[config.mk]
export PLATFORM = sky130hd
export DESIGN_NAME = tamper_and_access_monitor
export DESIGN_NICKNAME = d
export VERILOG_FILES = /design/src/rtl/tamper_pkg.sv /design/src/rtl/tamper_and_access_monitor.sv
export SDC_FILE = /design/constraint.sdc
export NUM_CORES = 1
export LEC_CHECK = 0
export ABC_CLOCK_PERIOD_IN_PS = 8050
export BUFFER_PORTS_ARGS = -buffer_cell sky130_fd_sc_hd__buf_2
export CAP_MARGIN = 20
export CORE_MARGIN = 2
export CORE_UTILIZATION = 64
export CTS_CLUSTER_DIAMETER = 50
export DETAILED_ROUTE_END_ITERATION = 8
export GPL_ROUTABILITY_DRIVEN = 0
export GPL_TIMING_DRIVEN = 1
export PLACE_DENSITY = 0.91
export RECOVER_POWER = 100
export SKIP_LAST_GASP = 1
export SLEW_MARGIN = 5
export SYNTH_ARGS = -nofsm -noshare
export SYNTH_HDL_FRONTEND = slang
export SYNTH_SLANG_ARGS = --single-unit
[constraint.sdc]
create_clock -name CLK_I -period 8.05 [get_ports CLK_I]
set_input_delay 0.805 -clock CLK_I [delete_from_list [all_inputs] [get_ports CLK_I]]
set_output_delay 0.805 -clock CLK_I [all_outputs]
set_load 0.01 [all_outputs]
[src/rtl/tamper_pkg.sv]
// Shared constants and types for the tamper and access monitor
package tamper_pkg;
    // ----------
    // Clock and timing
    // ----------
    localparam int unsigned CLK_HZ = 50_000_000;
    localparam int unsigned MAG_HOLD_S = 30;
    localparam int unsigned MAG_HOLD_CYC = MAG_HOLD_S * CLK_HZ;
    localparam int unsigned BLINK_MS = 250;
    localparam int unsigned BLINK_CYC = (BLINK_MS * (CLK_HZ / 1000));
    // ----------
    // Register byte offsets
    // ----------
    localparam logic [7:0] ADDR_ALARM1 = 8'h00;
    localparam logic [7:0] ADDR_TAMPER = 8'h04;
    localparam logic [7:0] ADDR_CMD = 8'h08;
    localparam logic [7:0] ADDR_ACCESS = 8'h0c;
    localparam logic [7:0] ADDR_JSEL = 8'h10;
    localparam logic [7:0] ADDR_INT_STAT = 8'h14;
    localparam logic [7:0] ADDR_INT_MASK = 8'h18;
    localparam logic [7:0] ADDR_STATUS = 8'h1c;
    localparam logic [3:0] PARAM_PAGE = 4'h2;
    localparam logic [3:0] AH_PAGE = 4'h3;
    // ----------
    // Field positions and codes
    // ----------
    localparam int unsigned FRAUD_BIT = 13;
    localparam int unsigned EV_TCOVER = 0;
    localparam int unsigned EV_MCOVER = 1;
    localparam int unsigned EV_MAG = 2;
    localparam int unsigned EV_COMMS = 3;
    localparam int unsigned INT_BLOCK = 4;
    localparam int unsigned NUM_EV = 4;
    localparam int unsigned NUM_INT = 5;
    localparam int unsigned NUM_PH = 3;
    localparam int unsigned NUM_PARAM = 4;
    // ----------
    // Access levels and password limits
    // ----------
    localparam logic [1:0] LVL_NONE = 2'h0;
    localparam logic [1:0] LVL_USER = 2'h1;
    localparam logic [1:0] LVL_ADMIN = 2'h2;
    localparam logic [2:0] WRONG_LIMIT = 3'h3;
    localparam logic [31:0] USER_PW_RST = 32'h1234_5678; // Arbitrary value
    localparam logic [31:0] ADMIN_PW_RST = 32'h8765_4321; // Arbitrary value
    // ----------
    // Reset values and bus answers
    // ----------
    localparam logic [3:0] JSEL_RST = 4'hf;
    localparam logic [NUM_INT-1:0] MASK_RST = 5'h00;
    localparam logic [1:0] RESP_OKAY = 2'h0;
    localparam logic [1:0] RESP_SLVERR = 2'h2;
    // ----------
    // Carrier types
    // ----------
    typedef struct packed {
        logic valid;
        logic [1:0] code;
        logic [31:0] stamp;
    } log_entry_s;
endpackage

[src/rtl/tamper_and_access_monitor.sv]
// Tamper detection, fraud alarms, no-voltage charge and write protection
`timescale 1ns/1ps
// Notes on behaviour
// - Terminal cover removal logs and sets fraud
// - Refitted terminal cover clears its alarm
// - Command clears terminal cover alarm
// - Main cover removal logs and sets fraud
// - Main cover clear needs admin rights
// - Cover detection works without mains power
// - Magnet over 30s logs and sets fraud
// - Command clears magnetic field alarm
// - Comms module removal logs and sets fraud
// - Command clears comms module alarm
// - Three charge counters, current without voltage
// - Jumper fitted enables parameterization, flashes cursors
// - Jumper removed disables writes to jumper-selected groups
// - Calibration always needs jumper; others selectable
// - Valid password needed for parameter changes
// - Wrong passwords block link until demand reset
// - Four-byte alarm; flags stay until cleared
module tamper_and_access_monitor
    import tamper_pkg::*;
#(
    parameter int unsigned MAG_CYC = MAG_HOLD_CYC,
    parameter int unsigned BLINK_CYC_P = BLINK_CYC
) (
    // Clock and reset
    input wire logic CLK_I,
    input wire logic RST_B_I,
    // Tamper sensors, high while condition is present
    input wire logic TCOVER_OPEN_I,
    input wire logic MCOVER_OPEN_I,
    input wire logic MAG_FIELD_I,
    input wire logic COMMS_ABSENT_I,
    // Phase sensing and charge quantum tick
    input wire logic [NUM_PH-1:0] CUR_FLOW_I,
    input wire logic [NUM_PH-1:0] VOLT_OK_I,
    input wire logic AH_TICK_I,
    // Jumper, demand reset and time stamp
    input wire logic JUMPER_I,
    input wire logic DEMAND_RESET_I,
    input wire logic [31:0] TIME_I,
    // AXI4-Lite write address and data
    input wire logic AWVALID_I,
    output logic AWREADY_O,
    input wire logic [7:0] AWADDR_I,
    input wire logic WVALID_I,
    output logic WREADY_O,
    input wire logic [31:0] WDATA_I,
    input wire logic [3:0] WSTRB_I,
    // AXI4-Lite write response
    output logic BVALID_O,
    input wire logic BREADY_I,
    output logic [1:0] BRESP_O,
    // AXI4-Lite read
    input wire logic ARVALID_I,
    output logic ARREADY_O,
    input wire logic [7:0] ARADDR_I,
    output logic RVALID_O,
    input wire logic RREADY_I,
    output logic [31:0] RDATA_O,
    output logic [1:0] RRESP_O,
    // Log entries, interrupt and indicators
    output log_entry_s LOG_O,
    output logic IRQ_O,
    output logic PARAM_MODE_O,
    output logic CURSOR_FLASH_O,
    output logic COMM_BLOCK_O
);
    // ----------
    // Helpers
    // ----------
    // Merge write data into a word under byte enables
    function automatic logic [31:0] merge(input logic [31:0] old, input logic [31:0] nw, input logic [3:0] st);
        logic [31:0] r;
        r = old;
        for (int b = 0; b < 4; b++) begin
            if (st[b]) begin
                r[b*8 +: 8] = nw[b*8 +: 8];
            end
        end
        return r;
    endfunction

    // ----------
    // State
    // ----------
    logic [NUM_EV-1:0] tamper_q; // Sticky tamper flags
    logic [NUM_EV-1:0] prev_q; // Last sampled sensor levels
    logic [NUM_EV-1:0] pend_q; // Events awaiting a log slot
    logic [30:0] mag_cnt_q; // Magnet persistence counter
    logic [31:0] ah_q [NUM_PH]; // No-voltage charge counters
    logic [31:0] param_q [NUM_PARAM]; // Protected parameter groups
    logic [3:0] jsel_q; // Jumper requirement per group
    logic [1:0] lvl_q; // Granted access level
    logic [2:0] wrong_q; // Consecutive wrong passwords
    logic block_q; // Link blocked
    logic [NUM_INT-1:0] int_stat_q;
    logic [NUM_INT-1:0] int_mask_q;
    logic [23:0] blink_cnt_q;
    logic aw_full_q, w_full_q;
    logic [7:0] aw_addr_q;
    logic [31:0] w_data_q;
    logic [3:0] w_strb_q;
    log_entry_s log_q;

    // ----------
    // Event detection
    // ----------
    // Nothing here looks at mains state, so openings during an outage are caught
    wire mag_fire = MAG_FIELD_I && (mag_cnt_q == 31'(MAG_CYC)); // Held longer than 30 s
    wire [NUM_EV-1:0] level = {COMMS_ABSENT_I, mag_fire, MCOVER_OPEN_I, TCOVER_OPEN_I};
    // Only the low-to-high transition counts, so a held condition logs once
    wire [NUM_EV-1:0] rise = level & ~prev_q;
    wire tc_refit = prev_q[EV_TCOVER] && !TCOVER_OPEN_I; // Cover placed again
    wire [NUM_EV-1:0] grant = pend_q & (~pend_q + 4'h1); // Lowest pending event

    // ----------
    // Write decode
    // ----------
    wire wr_fire = aw_full_q && w_full_q && !BVALID_O;
    wire wr_param = aw_addr_q[7:4] == PARAM_PAGE;
    wire [1:0] wr_pidx = aw_addr_q[3:2];
    wire authed = lvl_q >= LVL_USER; // Password accepted
    wire jump_need = jsel_q[wr_pidx]; // Bit 0 is pinned high: calibration always needs it
    wire param_ok = authed && (!jump_need || PARAM_MODE_O); // No jumper, no write to a group whose jsel_q bit is set
    wire mc_clr_ok = lvl_q >= LVL_ADMIN; // Main cover clear needs admin
    wire is_cmd = aw_addr_q == ADDR_CMD;
    wire is_acc = aw_addr_q == ADDR_ACCESS;
    wire is_jsel = aw_addr_q == ADDR_JSEL;
    wire is_mask = aw_addr_q == ADDR_INT_MASK;
    wire wr_ok = !block_q && ((is_cmd && (!w_data_q[EV_MCOVER] || mc_clr_ok)) || is_acc ||
        (is_jsel && authed) || is_mask || (wr_param && param_ok)); // Blocked link refuses all
    wire do_wr = wr_fire && wr_ok;
    // Command bits clear alarms
    wire [NUM_EV-1:0] cmd_clr = (do_wr && is_cmd) ? w_data_q[NUM_EV-1:0] : '0;
    wire [NUM_EV-1:0] clr = cmd_clr | {3'h0, tc_refit};
    wire pw_try = do_wr && is_acc;
    wire pw_admin = w_data_q == ADMIN_PW_RST;
    wire pw_user = w_data_q == USER_PW_RST;
    wire pw_bad = pw_try && !pw_admin && !pw_user;
    wire block_set = pw_bad && (wrong_q == WRONG_LIMIT - 3'h1);

    // ----------
    // Read decode
    // ----------
    wire rd_fire = ARVALID_I && ARREADY_O;
    wire [31:0] alarm1 = {18'h0, |tamper_q, 13'h0}; // Fraud bit in 32-bit alarm word
    wire [1:0] rd_idx = ARADDR_I[3:2];
    logic [31:0] rd_data;
    logic rd_hit;
    // Read multiplexer; unmapped offsets read zero with an error
    always_comb begin
        rd_data = 32'h0;
        rd_hit = 1'b1;
        if (ARADDR_I[7:4] == PARAM_PAGE) begin
            rd_data = param_q[rd_idx];
        end else if (ARADDR_I[7:4] == AH_PAGE && rd_idx != 2'h3) begin
            rd_data = ah_q[rd_idx];
        end else begin
            unique case (ARADDR_I)
                ADDR_ALARM1: rd_data = alarm1;
                ADDR_TAMPER: rd_data = {28'h0, tamper_q};
                ADDR_CMD: rd_data = 32'h0;
                ADDR_ACCESS: rd_data = {27'h0, wrong_q, lvl_q};
                ADDR_JSEL: rd_data = {28'h0, jsel_q[3:1], 1'b1};
                ADDR_INT_STAT: rd_data = {27'h0, int_stat_q};
                ADDR_INT_MASK: rd_data = {27'h0, int_mask_q};
                ADDR_STATUS: rd_data = {30'h0, block_q, PARAM_MODE_O};
                default: rd_hit = 1'b0;
            endcase
        end
    end
    wire rd_ok = rd_hit && !block_q;
    wire stat_rc = rd_fire && rd_ok && (ARADDR_I == ADDR_INT_STAT);
    wire [NUM_INT-1:0] int_ev = {block_set, rise};

    // ----------
    // Tamper flags, logging and magnet timer
    // ----------
    // Set wins over clear so an event in the clear cycle survives
    always_ff @(posedge CLK_I) begin
        if (!RST_B_I) begin
            tamper_q <= '0;
            prev_q <= '0;
            pend_q <= '0;
            mag_cnt_q <= '0;
            log_q <= '0;
        end else begin
            // Flags stay until command or refit
            tamper_q <= rise | (tamper_q & ~clr);
            prev_q <= level;
            pend_q <= (pend_q & ~grant) | rise;
            // One stamped entry per cycle, lowest event first
            log_q.valid <= |pend_q;
            log_q.code <= grant[3] ? 2'h3 : grant[2] ? 2'h2 : grant[1] ? 2'h1 : 2'h0;
            log_q.stamp <= TIME_I;
            // Saturate one past the threshold so the event fires once
            if (!MAG_FIELD_I) begin
                mag_cnt_q <= '0;
            end else if (mag_cnt_q <= 31'(MAG_CYC)) begin
                mag_cnt_q <= mag_cnt_q + 31'h1;
            end
        end
    end

    // ----------
    // No-voltage charge counters
    // ----------
    // Each phase advances only with current and no voltage on it
    always_ff @(posedge CLK_I) begin
        for (int p = 0; p < NUM_PH; p++) begin
            if (!RST_B_I) begin
                ah_q[p] <= '0;
            end else if (AH_TICK_I && CUR_FLOW_I[p] && !VOLT_OK_I[p]) begin
                ah_q[p] <= ah_q[p] + 32'h1;
            end
        end
    end

    // ----------
    // Parameters and configuration
    // ----------
    // Protected groups change only through the gated write path
    always_ff @(posedge CLK_I) begin
        if (!RST_B_I) begin
            for (int g = 0; g < NUM_PARAM; g++) begin
                param_q[g] <= '0;
            end
            jsel_q <= JSEL_RST;
            int_mask_q <= MASK_RST;
        end else if (do_wr) begin
            if (wr_param) begin
                param_q[wr_pidx] <= merge(param_q[wr_pidx], w_data_q, w_strb_q);
            end
            if (is_jsel && w_strb_q[0]) begin
                jsel_q <= {w_data_q[3:1], 1'b1}; // Selectable groups 1..3
            end
            if (is_mask && w_strb_q[0]) begin
                int_mask_q <= w_data_q[NUM_INT-1:0];
            end
        end
    end

    // ----------
    // Password and link block
    // ----------
    // Demand reset is the only way out of a block
    always_ff @(posedge CLK_I) begin
        if (!RST_B_I) begin
            lvl_q <= LVL_NONE;
            wrong_q <= '0;
            block_q <= 1'b0;
        end else if (DEMAND_RESET_I) begin
            wrong_q <= '0;
            block_q <= 1'b0;
        end else if (pw_try) begin
            lvl_q <= pw_admin ? LVL_ADMIN : pw_user ? LVL_USER : LVL_NONE;
            wrong_q <= pw_bad ? wrong_q + 3'h1 : 3'h0;
            if (block_set) begin
                block_q <= 1'b1;
                lvl_q <= LVL_NONE;
            end
        end
    end

    // ----------
    // Interrupts
    // ----------
    // Read of the status word clears it; a new event still lands
    always_ff @(posedge CLK_I) begin
        if (!RST_B_I) begin
            int_stat_q <= '0;
            IRQ_O <= 1'b0;
        end else begin
            int_stat_q <= int_ev | (int_stat_q & ~(stat_rc ? {NUM_INT{1'b1}} : {NUM_INT{1'b0}}));
            IRQ_O <= |(int_stat_q & int_mask_q);
        end
    end

    // ----------
    // Jumper indication
    // ----------
    // Cursor blink from a divider; idle low without the jumper
    always_ff @(posedge CLK_I) begin
        if (!RST_B_I) begin
            PARAM_MODE_O <= 1'b0;
            CURSOR_FLASH_O <= 1'b0;
            blink_cnt_q <= '0;
        end else begin
            PARAM_MODE_O <= JUMPER_I;
            if (!JUMPER_I) begin
                blink_cnt_q <= '0;
                CURSOR_FLASH_O <= 1'b0;
            end else if (blink_cnt_q == 24'(BLINK_CYC_P - 1)) begin
                blink_cnt_q <= '0;
                CURSOR_FLASH_O <= !CURSOR_FLASH_O;
            end else begin
                blink_cnt_q <= blink_cnt_q + 24'h1;
            end
        end
    end

    // ----------
    // AXI4-Lite write channels
    // ----------
    // Address and data latch independently; one write at a time
    always_ff @(posedge CLK_I) begin
        if (!RST_B_I) begin
            aw_full_q <= 1'b0;
            w_full_q <= 1'b0;
            aw_addr_q <= '0;
            w_data_q <= '0;
            w_strb_q <= '0;
            AWREADY_O <= 1'b0;
            WREADY_O <= 1'b0;
            BVALID_O <= 1'b0;
            BRESP_O <= RESP_OKAY;
        end else begin
            AWREADY_O <= !aw_full_q && !(AWVALID_I && AWREADY_O);
            WREADY_O <= !w_full_q && !(WVALID_I && WREADY_O);
            if (AWVALID_I && AWREADY_O) begin
                aw_full_q <= 1'b1;
                aw_addr_q <= {AWADDR_I[7:2], 2'h0};
            end
            if (WVALID_I && WREADY_O) begin
                w_full_q <= 1'b1;
                w_data_q <= WDATA_I;
                w_strb_q <= WSTRB_I;
            end
            if (wr_fire) begin
                BVALID_O <= 1'b1;
                BRESP_O <= wr_ok ? RESP_OKAY : RESP_SLVERR;
            end
            if (BVALID_O && BREADY_I) begin
                BVALID_O <= 1'b0;
                aw_full_q <= 1'b0;
                w_full_q <= 1'b0;
                AWREADY_O <= 1'b1;
                WREADY_O <= 1'b1;
            end
        end
    end

    // ----------
    // AXI4-Lite read channels
    // ----------
    // Data is captured at the address handshake
    always_ff @(posedge CLK_I) begin
        if (!RST_B_I) begin
            ARREADY_O <= 1'b0;
            RVALID_O <= 1'b0;
            RDATA_O <= '0;
            RRESP_O <= RESP_OKAY;
        end else begin
            if (rd_fire) begin
                ARREADY_O <= 1'b0;
                RVALID_O <= 1'b1;
                RDATA_O <= rd_ok ? rd_data : 32'h0;
                RRESP_O <= rd_ok ? RESP_OKAY : RESP_SLVERR;
            end else if (RVALID_O && RREADY_I) begin
                RVALID_O <= 1'b0;
                ARREADY_O <= 1'b1;
            end else if (!RVALID_O) begin
                ARREADY_O <= 1'b1;
            end
        end
    end

    // ----------
    // Output drive
    // ----------
    assign LOG_O = log_q;
    always_ff @(posedge CLK_I) begin
        if (!RST_B_I) begin
            COMM_BLOCK_O <= 1'b0;
        end else begin
            COMM_BLOCK_O <= !DEMAND_RESET_I && (block_q || block_set); // Tracks block_q with no lag
        end
    end
endmodule

Word level (Yosys, flattened, before mapping)

Memory sizes are Yosys's and may differ from the RTL's.
Cells that the tools add are included.

Bits in registers: 210
Latch bits: 0
Bits in writable memories: 224
ROM bits: 0
Bits of input ports: 104
Output and inout port bits: 80
Word-level logic and storage cells: 231
Memories: 2

Add/sub/neg operators: 7
Multipliers: 0
Div/mod/pow operators: 0
Magnitude comparators: 4
Equality and inequality tests: 25
Shift operators: 0
Mux-type cells: 62
Bitwise logic cells: 21
Reduce and logical (&&, ||, !) cells: 79

Memories:

| name    | words | bits a word | read ports | clocked after Yosys merged registers in | wr ports | RTL line                        | source |
|---|---|---|---|---|---|---|---|
| param_q | 4     | 32          | 1          | 0                                       | 4        | tamper_and_access_monitor.sv:93 | `logic [31:0] param_q [NUM_PARAM];` |
| ah_q    | 3     | 32          | 4          | 0                                       | 3        | tamper_and_access_monitor.sv:92 | `logic [31:0] ah_q [NUM_PH];` |

Operators by type and width:

| kind                                                               | count |
|---|---|
| 32-bit 2-to-1 mux                                                  | 7 |
| 8-bit 2-to-1 mux                                                   | 16 |
| 14-bit one-hot mux with 7 select lines                             | 1 |
| 32-bit by 1-bit adder with 32-bit output (second input constant)   | 3 |
| 1-bit logical AND                                                  | 35 |
| 32-bit by 29-bit == test with 1-bit output (second input constant) | 1 |
| 32-bit == test (second input constant)                             | 1 |
| 8-bit by 5-bit == test with 1-bit output (second input constant)   | 4 |
| 32-bit OR reduction                                                | 1 |
| 31-bit by 1-bit adder with 31-bit output (second input constant)   | 1 |
| 31-bit == test (second input constant)                             | 1 |
| 31-bit less-or-equal comparator (second input constant)            | 1 |
| 1-bit 2-to-1 mux                                                   | 26 |
| 24-bit by 1-bit adder with 24-bit output (second input constant)   | 1 |
| 24-bit == test (second input constant)                             | 1 |
| 2-bit AND reduction                                                | 10 |
| 4-bit AND                                                          | 4 |
| 8-bit by 4-bit == test with 1-bit output (second input constant)   | 2 |
| 1-bit zero test                                                    | 16 |
| 4-bit inequality test (second input constant)                      | 4 |
| 4-bit NOT                                                          | 4 |
| 2-bit 2-to-1 mux                                                   | 7 |
| 4-bit by 2-bit == test with 1-bit output (second input constant)   | 3 |
| 6-bit by 2-bit == test with 1-bit output (second input constant)   | 2 |
| other kinds (29)                                                   | 46 |

Longest topological paths before layout

Gate-level depths: netlist of the first run.

Depth in word-level cells: 15
Depth in mapped cells: 10
Mapped depth without buffers: 8

Worst setup path after synthesis of the first run

OpenSTA, ideal clock, no wires.

Kind: reg2reg
From: register aw_addr_q[4]
To: memory param_q[0][0] (enable)
Setup time: 384 ps
Arrival: 2670 ps
Slack: 4996 ps
Stages on the path, launching flop included: 9
Period minus slack after synthesis: 3054 ps
Cell sequence: dfxtp_1 -> clkbuf_1 -> nor4b_1 -> nand2_1 -> a21o_1 -> a211oi_1 -> clkbuf_1 -> nand2_1 -> o21ai_0

RTL lines:

| element                | RTL line                         | source |
|---|---|---|
| from (decl)            | tamper_and_access_monitor.sv:102 | `logic [7:0] aw_addr_q;` |
| from (signal assigned) | tamper_and_access_monitor.sv:324 | `aw_addr_q <= {AWADDR_I[7:2], 2'h0};` |
| to (decl)              | tamper_and_access_monitor.sv:93  |  |

Worst setup path after layout of the first run

From: input ARADDR_I[2]
To: register RDATA_O[1]

Cells in the longest elaborated chain, start to end: 7

Ends and longest elaborated chain:

| element                                                          | RTL line                         | source |
|---|---|---|
| from (decl)                                                      | tamper_and_access_monitor.sv:58  | `input wire logic [7:0] ARADDR_I,` |
| 8-bit by 5-bit == test with 1-bit output (tied with other cells) | tamper_and_access_monitor.sv:161 | `unique case (ARADDR_I)` |
| 8-bit OR reduction (no line)                                     | -                                |  |
| 1-bit 2-to-1 mux                                                 | tamper_and_access_monitor.sv:161 |  |
| 1-bit 2-to-1 mux                                                 | tamper_and_access_monitor.sv:158 | `end else if (ARADDR_I[7:4] == AH_PAGE && rd_idx != 2'h3) begin` |
| 1-bit 2-to-1 mux                                                 | tamper_and_access_monitor.sv:156 | `if (ARADDR_I[7:4] == PARAM_PAGE) begin` |
| 1-bit logical AND                                                | tamper_and_access_monitor.sv:174 | `wire rd_ok = rd_hit && !block_q;` |
| 32-bit 2-to-1 mux (*)                                            | tamper_and_access_monitor.sv:359 | `RDATA_O <= rd_ok ? rd_data : 32'h0;` |
| to (signal assigned)                                             | tamper_and_access_monitor.sv:359 |  |
| to (decl)                                                        | tamper_and_access_monitor.sv:61  | `output logic [31:0] RDATA_O,` |

Mark *: on every way between the ends. The rest lies on a longest branch, timed or not.
A chain may end at the register's enable or synchronous reset.

==> results of run 1 <==
-- flip-flops by register name, summed over array words and instances (netlist names), 6 cells and up --
| signal | cells |
|---|---|
| w_data_q | 32 |
| aw_addr_q | 6 |
| mag_cnt_q | 31 |
| RDATA_O | 32 |
| ah_q | 96 |
| LOG_O | 35 |
| blink_cnt_q | 24 |
| param_q | 128 |
-- how the worst max path moves through the flow --
stage                 start        endpoint  slack, ns  cells after the start
2_1_floorplan  aw_addr_q[4]   param_q[0][0]       5.00                      8
3_3_place_gp        RST_B_I  param_q[0][19]       4.35                      7
3_5_place_dp        block_q  param_q[0][10]       4.18                      7
4_1_cts             block_q  param_q[0][10]       4.14                      7
5_1_grt         ARADDR_I[2]      RDATA_O[2]       2.18                      8
6_report        ARADDR_I[2]      RDATA_O[1]       2.71                      7
-- logic make-up after synthesis --
group,share of synthesized area
other,0.000189
DFF,0.550
buffers and inverters,0.0264
AOI/OAI and AO/OA,0.0961
adders and majority gates,0.00506
and+or+nand+nor,0.211
xor gates and xnor gates,0.0509
muxes,0.0598
-- through the flow --
stage | hold WS, ns | setup WS [ns] | util | area, sq um | cells
2_1_floorplan | 0.406 | 5.00 | - | 19800 | 1937
3_3_place_gp | 0.418 | 4.35 | 0.686 | 20900 | 2424
3_5_place_dp | 0.438 | 4.18 | 0.690 | 21000 | 2434
4_1_cts | 0.441 | 4.14 | 0.737 | 22500 | 2513
5_1_grt | 0.447 | 2.18 | 0.730 | 22300 | 2517
6_report | 0.450 | 2.71 | 0.730 | 22300 | 2517
-- power groups by stage --
stage                     logic [uW]  clock network (uW)  registers [uW]
after CTS                        283                2010            2460
final                            284                2010            2460
after global placement           263                   0            2500
after detailed placement         278                   0            2500
after floorplan                  179                   0            2480
after global routing             307                2100            2470
-- metal layers --
metal / share of wire / wire (um) / up-vias
li1: - / - / 7169
met5: 0 / 0 / -
met4: 0.041 / 2070 / 0
met3: 0.087 / 4370 / 168
met2: 0.50 / 24900 / 944
met1: 0.38 / 18800 / 7526
-- cell usage after synthesis, types with 7 or more instances --
library cell,n
sky130_fd_sc_hd__clkbuf_1,85
sky130_fd_sc_hd__xor2_1,80
sky130_fd_sc_hd__o21ai_0,85
sky130_fd_sc_hd__buf_1,13
sky130_fd_sc_hd__ha_1,8
sky130_fd_sc_hd__dfxtp_1,208
sky130_fd_sc_hd__a22oi_1,8
sky130_fd_sc_hd__nor2_1,281
sky130_fd_sc_hd__or4_1,9
sky130_fd_sc_hd__nor4b_1,10
sky130_fd_sc_hd__nand2b_1,8
sky130_fd_sc_hd__and2_1,78
sky130_fd_sc_hd__nor2b_1,20
sky130_fd_sc_hd__nand2_1,255
sky130_fd_sc_hd__and3_1,24
sky130_fd_sc_hd__mux4_2,32
sky130_fd_sc_hd__inv_1,27
sky130_fd_sc_hd__or3_1,24
sky130_fd_sc_hd__mux2i_1,43
sky130_fd_sc_hd__a22o_1,26
sky130_fd_sc_hd__a21oi_1,71
sky130_fd_sc_hd__nand3_1,61
sky130_fd_sc_hd__nor4_1,9
sky130_fd_sc_hd__nor3_1,17
sky130_fd_sc_hd__xnor2_1,35
sky130_fd_sc_hd__edfxtp_1,224
sky130_fd_sc_hd__o21a_1,7
sky130_fd_sc_hd__nand4_1,44
sky130_fd_sc_hd__a21boi_0,54
sky130_fd_sc_hd__and4_1,14
-- cells in the final DEF (no fill, tap or decap), types with 14 or more instances in the layout --
| master | netlist | final |
|---|---|---|
| sky130_fd_sc_hd__a21boi_0 | 54 | 54 |
| sky130_fd_sc_hd__a21oi_1 | 71 | 70 |
| sky130_fd_sc_hd__a22o_1 | 26 | 26 |
| sky130_fd_sc_hd__and2_0 | 0 | 32 |
| sky130_fd_sc_hd__and2_1 | 78 | 46 |
| sky130_fd_sc_hd__and3_1 | 24 | 24 |
| sky130_fd_sc_hd__and4_1 | 14 | 14 |
| sky130_fd_sc_hd__buf_2 | 1 | 98 |
| sky130_fd_sc_hd__clkbuf_1 | 85 | 105 |
| sky130_fd_sc_hd__clkbuf_16 | 0 | 45 |
| sky130_fd_sc_hd__dfxtp_1 | 208 | 208 |
| sky130_fd_sc_hd__edfxtp_1 | 224 | 224 |
| sky130_fd_sc_hd__inv_1 | 27 | 27 |
| sky130_fd_sc_hd__mux2i_1 | 43 | 43 |
| sky130_fd_sc_hd__mux4_2 | 32 | 32 |
| sky130_fd_sc_hd__nand2_1 | 255 | 255 |
| sky130_fd_sc_hd__nand3_1 | 61 | 61 |
| sky130_fd_sc_hd__nand4_1 | 44 | 44 |
| sky130_fd_sc_hd__nor2_1 | 281 | 282 |
| sky130_fd_sc_hd__nor2b_1 | 20 | 20 |
| sky130_fd_sc_hd__nor3_1 | 17 | 17 |
| sky130_fd_sc_hd__o21ai_0 | 85 | 88 |
| sky130_fd_sc_hd__or3_1 | 24 | 24 |
| sky130_fd_sc_hd__xnor2_1 | 35 | 35 |
| sky130_fd_sc_hd__xor2_1 | 80 | 80 |
-- cell type report --
class	count	area, sq um
inverter	27	101
tap	396	495
sequential	432	10900
fill	1942	8240
timing repair buffer	210	987
clock inverter	20	169
clock buffer	59	1270
multi-input combinational	1373	8360
==> flow_summary.json, run 1 <==
{
  "run_status": "finished, violations left",
  "failed_checks": "max-capacitance violations, max-slew violations",
  "antenna_found_initial": 0,
  "area_fraction_of_the_dominant_cell_type_after_synthesis": 0.340,
  "htreeDepth": 2,
  "vdd.ir_drop.worst_uv": 189,
  "power.share.switching": 0.233,
  "power_switching_uw": 1110,
  "timing.final.crit_share": 0.664,
  "setup_viol": 0,
  "hold_path_depth": 2,
  "cp-start-kind": "input port",
  "intPower_uw": 3650,
  "worst_setup_path_end_kind": "register",
  "clockBufferDepth": 3,
  "chipWidth_um": 180,
  "synth-edff-count": 224,
  "hold_viol": 0,
  "port_bufs": 179,
  "groute.usage.overall": 0.302,
  "final_max_slew_viol_count": 327,
  "postCtsResizedCells": 0,
  "cts_sinks": 432,
  "clk_transition_reported_paths_ns": 0.06,
  "power.share.combinational": 0.060,
  "crit_path_max_fanout": 55,
  "clock_power_share": 0.423,
  "grtUsageMet3": 0.0450,
  "drt-pass1-iter-count": 6,
  "drt_iter0_markers": 2125,
  "ys_types": 67,
  "gr-total-overflow": 0,
  "worstPathCellList": "buf_4 -> clkbuf_1 -> nor2b_1 -> a222oi_1 -> nor2_1 -> a221oi_1 -> o21ai_0",
  "worstMarginPinSlew_ns": 4.13,
  "grt_setup_unrepaired": "false",
  "postRouteAntennaNets": 0,
  "class_of_the_worst_hold_path": "in -> reg",
  "layout_overhead_on_the_synthesized_area_pct": 12.5,
  "timing.max_slew.rel_slack": -1.75,
  "synthArstFlopShare": 0,
  "first_pass_grt_wire_length_um": 79600,
  "hold_buffers": 0,
  "routed_wire_length_per_instance_um": 19.9,
  "r2r_setup_slack_ns": 3.06,
  "drc_errors": 0,
  "postCtsSetupRepairBufs": 0,
  "critPathMaxStageDelay_ns": 2.92,
  "synth_seq_cells": 432,
  "r2r_start": "mag_cnt_q[14]",
  "cp.buffers_inverters": 2,
  "post_synth.cell_area_avg_sq_um": 10.2,
  "post_drt_via_cell_ratio": 6.28,
  "drive_gt1_frac": 0.104,
  "critPathRequiredTime_ns": 8.48,
  "yosys-top-cells-area": "sky130_fd_sc_hd__edfxtp_1 34%, sky130_fd_sc_hd__dfxtp_1 21%, sky130_fd_sc_hd__nor2_1 5.3%, sky130_fd_sc_hd__nand2_1 4.8%, sky130_fd_sc_hd__mux4_2 3.6%",
  "dominantRegCellSynth": "sky130_fd_sc_hd__edfxtp_1",
  "tritoncts": "yes",
  "endpoint_of_the_worst_slack_reg_to_reg_timing_path": "mag_cnt_q[28]",
  "cts-root-buf": "sky130_fd_sc_hd__clkbuf_16",
  "ios": 184,
  "synth_top_area_cell": "sky130_fd_sc_hd__edfxtp_1",
  "syn-cell-area_sq_mm": 0.0198,
  "worst-endpoint-arrival_ns": 5.78,
  "die_height_um": 180,
  "cp_top_family": "buffers and inverters",
  "drt_wl_total_um": 50100,
  "timing.setup.critical_path_class": "in -> reg",
  "fmaxAchievable_mhz": 187,
  "r2r_cells": 6,
  "cts_made_buffers": 44,
  "starting_density_of_the_core": 0.649,
  "antenna_cells": 0,
  "total_power_uw": 4760,
  "num_rows": 64,
  "grt_max_degree": 88,
  "die_area_sq_mm": 0.0324,
  "groute.layer.met1.usage": 0.388,
  "critical-path-slowest-cell": "sky130_fd_sc_hd__clkbuf_1",
  "period_minus_slack_ns": 5.34,
  "core_region_area_sq_mm": 0.0305,
  "worst_hold_startpoint": "TIME_I[18]",
  "timing.clock.skew_ns": 0.0140,
  "ys.warnings.count": 0,
  "syn_inst": 1936,
  "nets": 2200,
  "powerDensity_mw_per_mm2": 214,
  "dp_hpwl_um": 33800,
  "finalSetupTns_ns": 0,
  "synth_seq_area_share": 0.550,
  "seqPwrFrac": 0.517,
  "global_route.usage.met2": 0.515,
  "vias": 15800,
  "max_cap_viol_count": 9,
  "worstHoldEndpoint": "LOG_O[18]",
  "first_global_vias": 15300,
  "static-leakage-power_uw": 0.00768,
  "grt.busiest_layer": "met2",
  "clock_latency_ns": 0.56
}
No activity file was read; power rests on OpenSTA's default activity.
==> inputs of run 2 (changes only) <==
--- a/config.mk
+++ b/config.mk
@@ -5,16 +5,16 @@
 export SDC_FILE = /design/constraint.sdc
 export NUM_CORES = 1
 export LEC_CHECK = 0
-export ABC_CLOCK_PERIOD_IN_PS = 8050
+export ABC_CLOCK_PERIOD_IN_PS = 5600
 export BUFFER_PORTS_ARGS = -buffer_cell sky130_fd_sc_hd__buf_2
 export CAP_MARGIN = 20
 export CORE_MARGIN = 2
-export CORE_UTILIZATION = 64
+export CORE_UTILIZATION = 60
 export CTS_CLUSTER_DIAMETER = 50
 export DETAILED_ROUTE_END_ITERATION = 8
 export GPL_ROUTABILITY_DRIVEN = 0
 export GPL_TIMING_DRIVEN = 1
-export PLACE_DENSITY = 0.91
+export PLACE_DENSITY = 0.86
 export RECOVER_POWER = 100
 export SKIP_LAST_GASP = 1
 export SLEW_MARGIN = 5
==> constraint.sdc (replaced) <==
create_clock -name CLK_I -period 5.6 [get_ports CLK_I]
set_input_delay 0.56 -clock CLK_I [delete_from_list [all_inputs] [get_ports CLK_I]]
set_output_delay 0.56 -clock CLK_I [all_outputs]
set_load 0.01 [all_outputs]
==> run 2 against run 1 <==
The flow still finishes with violations (max-capacitance violations, max-slew violations). Worst hold slack worse by 0.25 ns. First-iteration DRC count is 21% lower. Count of clock-buffer cells in the layout is 2 lower. Sequential share of layout area hardly changed. Critical path depth is 1 lower. Sequential power is 44% higher. Die area is 6.5% higher. Non-clock buffer count is 1 higher. Final cell count is 1.9% higher. Utilization is 4.6 points lower. Setup slack worse by 1.8 ns. Power is 42% higher. Largest power group unchanged.
==> flow_summary.json, run 2 (synthesis results as in run 1) <==
{
  "drive_gt1_frac": 0.100,
  "cts_sinks": 432,
  "first_pass_grt_wire_length_um": 76500,
  "gr-total-overflow": 0,
  "class_of_the_worst_hold_path": "in -> reg",
  "drt_wl_total_um": 48600,
  "timing.clock.skew_ns": 0.0249,
  "critPathLaunch": "mag_cnt_q[14]",
  "cts_made_buffers": 45,
  "critPathRequiredTime_ns": 6.07,
  "critPathMaxStageDelay_ns": 1.82,
  "postCtsResizedCells": 0,
  "chipWidth_um": 186,
  "die_area_sq_mm": 0.0345,
  "starting_density_of_the_core": 0.608,
  "finalSetupTns_ns": 0,
  "hold_path_depth": 2,
  "worstHoldEndpoint": "LOG_O[27]",
  "htreeDepth": 2,
  "powerDensity_mw_per_mm2": 303,
  "timing.max_slew.rel_slack": -0.864,
  "nets": 2202,
  "die_height_um": 186,
  "worst_setup_path_end_kind": "register",
  "tritoncts": "yes",
  "final_common_cell": "sky130_fd_sc_hd__nor2_1",
  "layout_overhead_on_the_synthesized_area_pct": 12.4,
  "worst-endpoint-arrival_ns": 5.18,
  "postCtsSetupRepairBufs": 0,
  "setup_viol": 0,
  "largest_reg_flops": 128,
  "failed_checks": "max-capacitance violations, max-slew violations",
  "port_bufs": 179,
  "num_rows": 66,
  "ios": 184,
  "cp-start-kind": "register",
  "run_status": "finished, violations left",
  "r2r_cells": 6,
  "clockBufferDepth": 3,
  "endpoint_of_the_worst_slack_reg_to_reg_timing_path": "mag_cnt_q[17]",
  "drt_iter0_markers": 1680,
  "dpl_worst_slack_ns": 1.74,
  "r2r_start": "mag_cnt_q[14]",
  "routed_wire_length_per_instance_um": 19.0,
  "vdd.ir_drop.worst_uv": 237,
  "worstPathCellList": "or4_1 -> or4_4 -> o311ai_0 -> o211ai_1 -> or3_1 -> a21oi_1",
  "timing.setup.critical_path_class": "reg -> reg",
  "fmaxAchievable_mhz": 212,
  "period_minus_slack_ns": 4.71,
  "crit_path_max_fanout": 11,
  "antenna_cells": 0,
  "core_region_area_sq_mm": 0.0325,
  "groute.usage.overall": 0.280,
  "mostFrequentLayoutCells": "281 x sky130_fd_sc_hd__nor2_1, 255 x sky130_fd_sc_hd__nand2_1, 224 x sky130_fd_sc_hd__edfxtp_1, 208 x sky130_fd_sc_hd__dfxtp_1, 113 x sky130_fd_sc_hd__clkbuf_1",
  "first_global_vias": 14700,
  "clock_latency_ns": 0.57,
  "grt_setup_unrepaired": "false",
  "filler_cell_count": 2421,
  "max_cap_viol_count": 6,
  "r2r_setup_slack_ns": 0.89,
  "post-route-worst-setup-slack_ns": 0.891,
  "cts-root-buf": "sky130_fd_sc_hd__clkbuf_16",
  "worstMarginPinSlew_ns": 2.80,
  "hold_buffers": 0,
  "post_drt_via_cell_ratio": 6.00,
  "postRouteAntennaNets": 0,
  "regMostFlops": "param_q",
  "drt-pass1-iter-count": 6,
  "hold_viol": 0,
  "vias": 15400,
  "timing.final.crit_share": 0.841,
  "antenna_found_initial": 0,
  "static-leakage-power_uw": 0.00762,
  "clk_transition_reported_paths_ns": 0.06,
  "critical-path-slowest-cell": "sky130_fd_sc_hd__o311ai_0",
  "dp_hpwl_um": 33500,
  "final_max_slew_viol_count": 206,
  "grt_max_degree": 99,
  "drc_errors": 0,
  "worst_hold_startpoint": "TIME_I[27]"
}
[run 2: changes by cell type in the layout (fill, tap and decap cells not counted), sizes merged]
cell / previous run / this run
clkinvlp: 1 / 5
clkbuf: 159 / 161
clkinv: 16 / 13
inv: 29 / 30
buf: 110 / 107
[run 2: critical path, delay by kind of cell (launching register included)]
family          cells  cell delay (ns)
compound gates      3             2.59
simple gates        3             1.63
flops               1             0.38
[run 2: final cells by class]
cell class	count	area [sq um]	area share
timing repair buffer	211	968	0.0435
clock inverter	22	176	0.00793
clock buffer	57	1190	0.0537
tap	442	553	0.0249
sequential	432	10900	0.489
multi-input combinational	1373	8370	0.376
inverter	27	101	0.00455
[run 2: metal layers]
layer / GRT usage / vias up / routed length [um]
met5: 0 / - / 0
met4: 0.0951 / 0 / 1570
met3: 0.0485 / 128 / 4050
met2: 0.469 / 708 / 23600
met1: 0.371 / 7370 / 19400
li1: - / 7184 / -
[run 2: how the worst max path moves through the flow]
| stage | endpoint | slack [ns] |
|---|---|---|
| after floorplan | param_q[0][0] | 2.55 |
| after global placement | param_q[0][30] | 1.83 |
| after detailed placement | param_q[0][30] | 1.74 |
| after CTS | param_q[0][30] | 1.78 |
| after global routing | mag_cnt_q[17] | 0.72 |
| final | mag_cnt_q[17] | 0.89 |
[run 2: through the flow]
step | total power (uW) | std cells | hold slack (ns) | cell area, sq um | utilization
2_1_floorplan | 3830 | 1937 | 0.406 | 19800 | -
3_3_place_gp | 3970 | 2476 | 0.418 | 21000 | 0.646
3_5_place_dp | 4000 | 2481 | 0.428 | 21100 | 0.649
4_1_cts | 6760 | 2560 | 0.182 | 22500 | 0.691
5_1_grt | 6940 | 2564 | 0.190 | 22300 | 0.684
6_report | 6750 | 2564 | 0.196 | 22300 | 0.684
[run 2: power breakdown]
group | switching [uW] | internal, uW
Clock | 1240 | 1570
Sequential | 102 | 3440
Combinational | 240 | 157
Total | 1590 | 5160
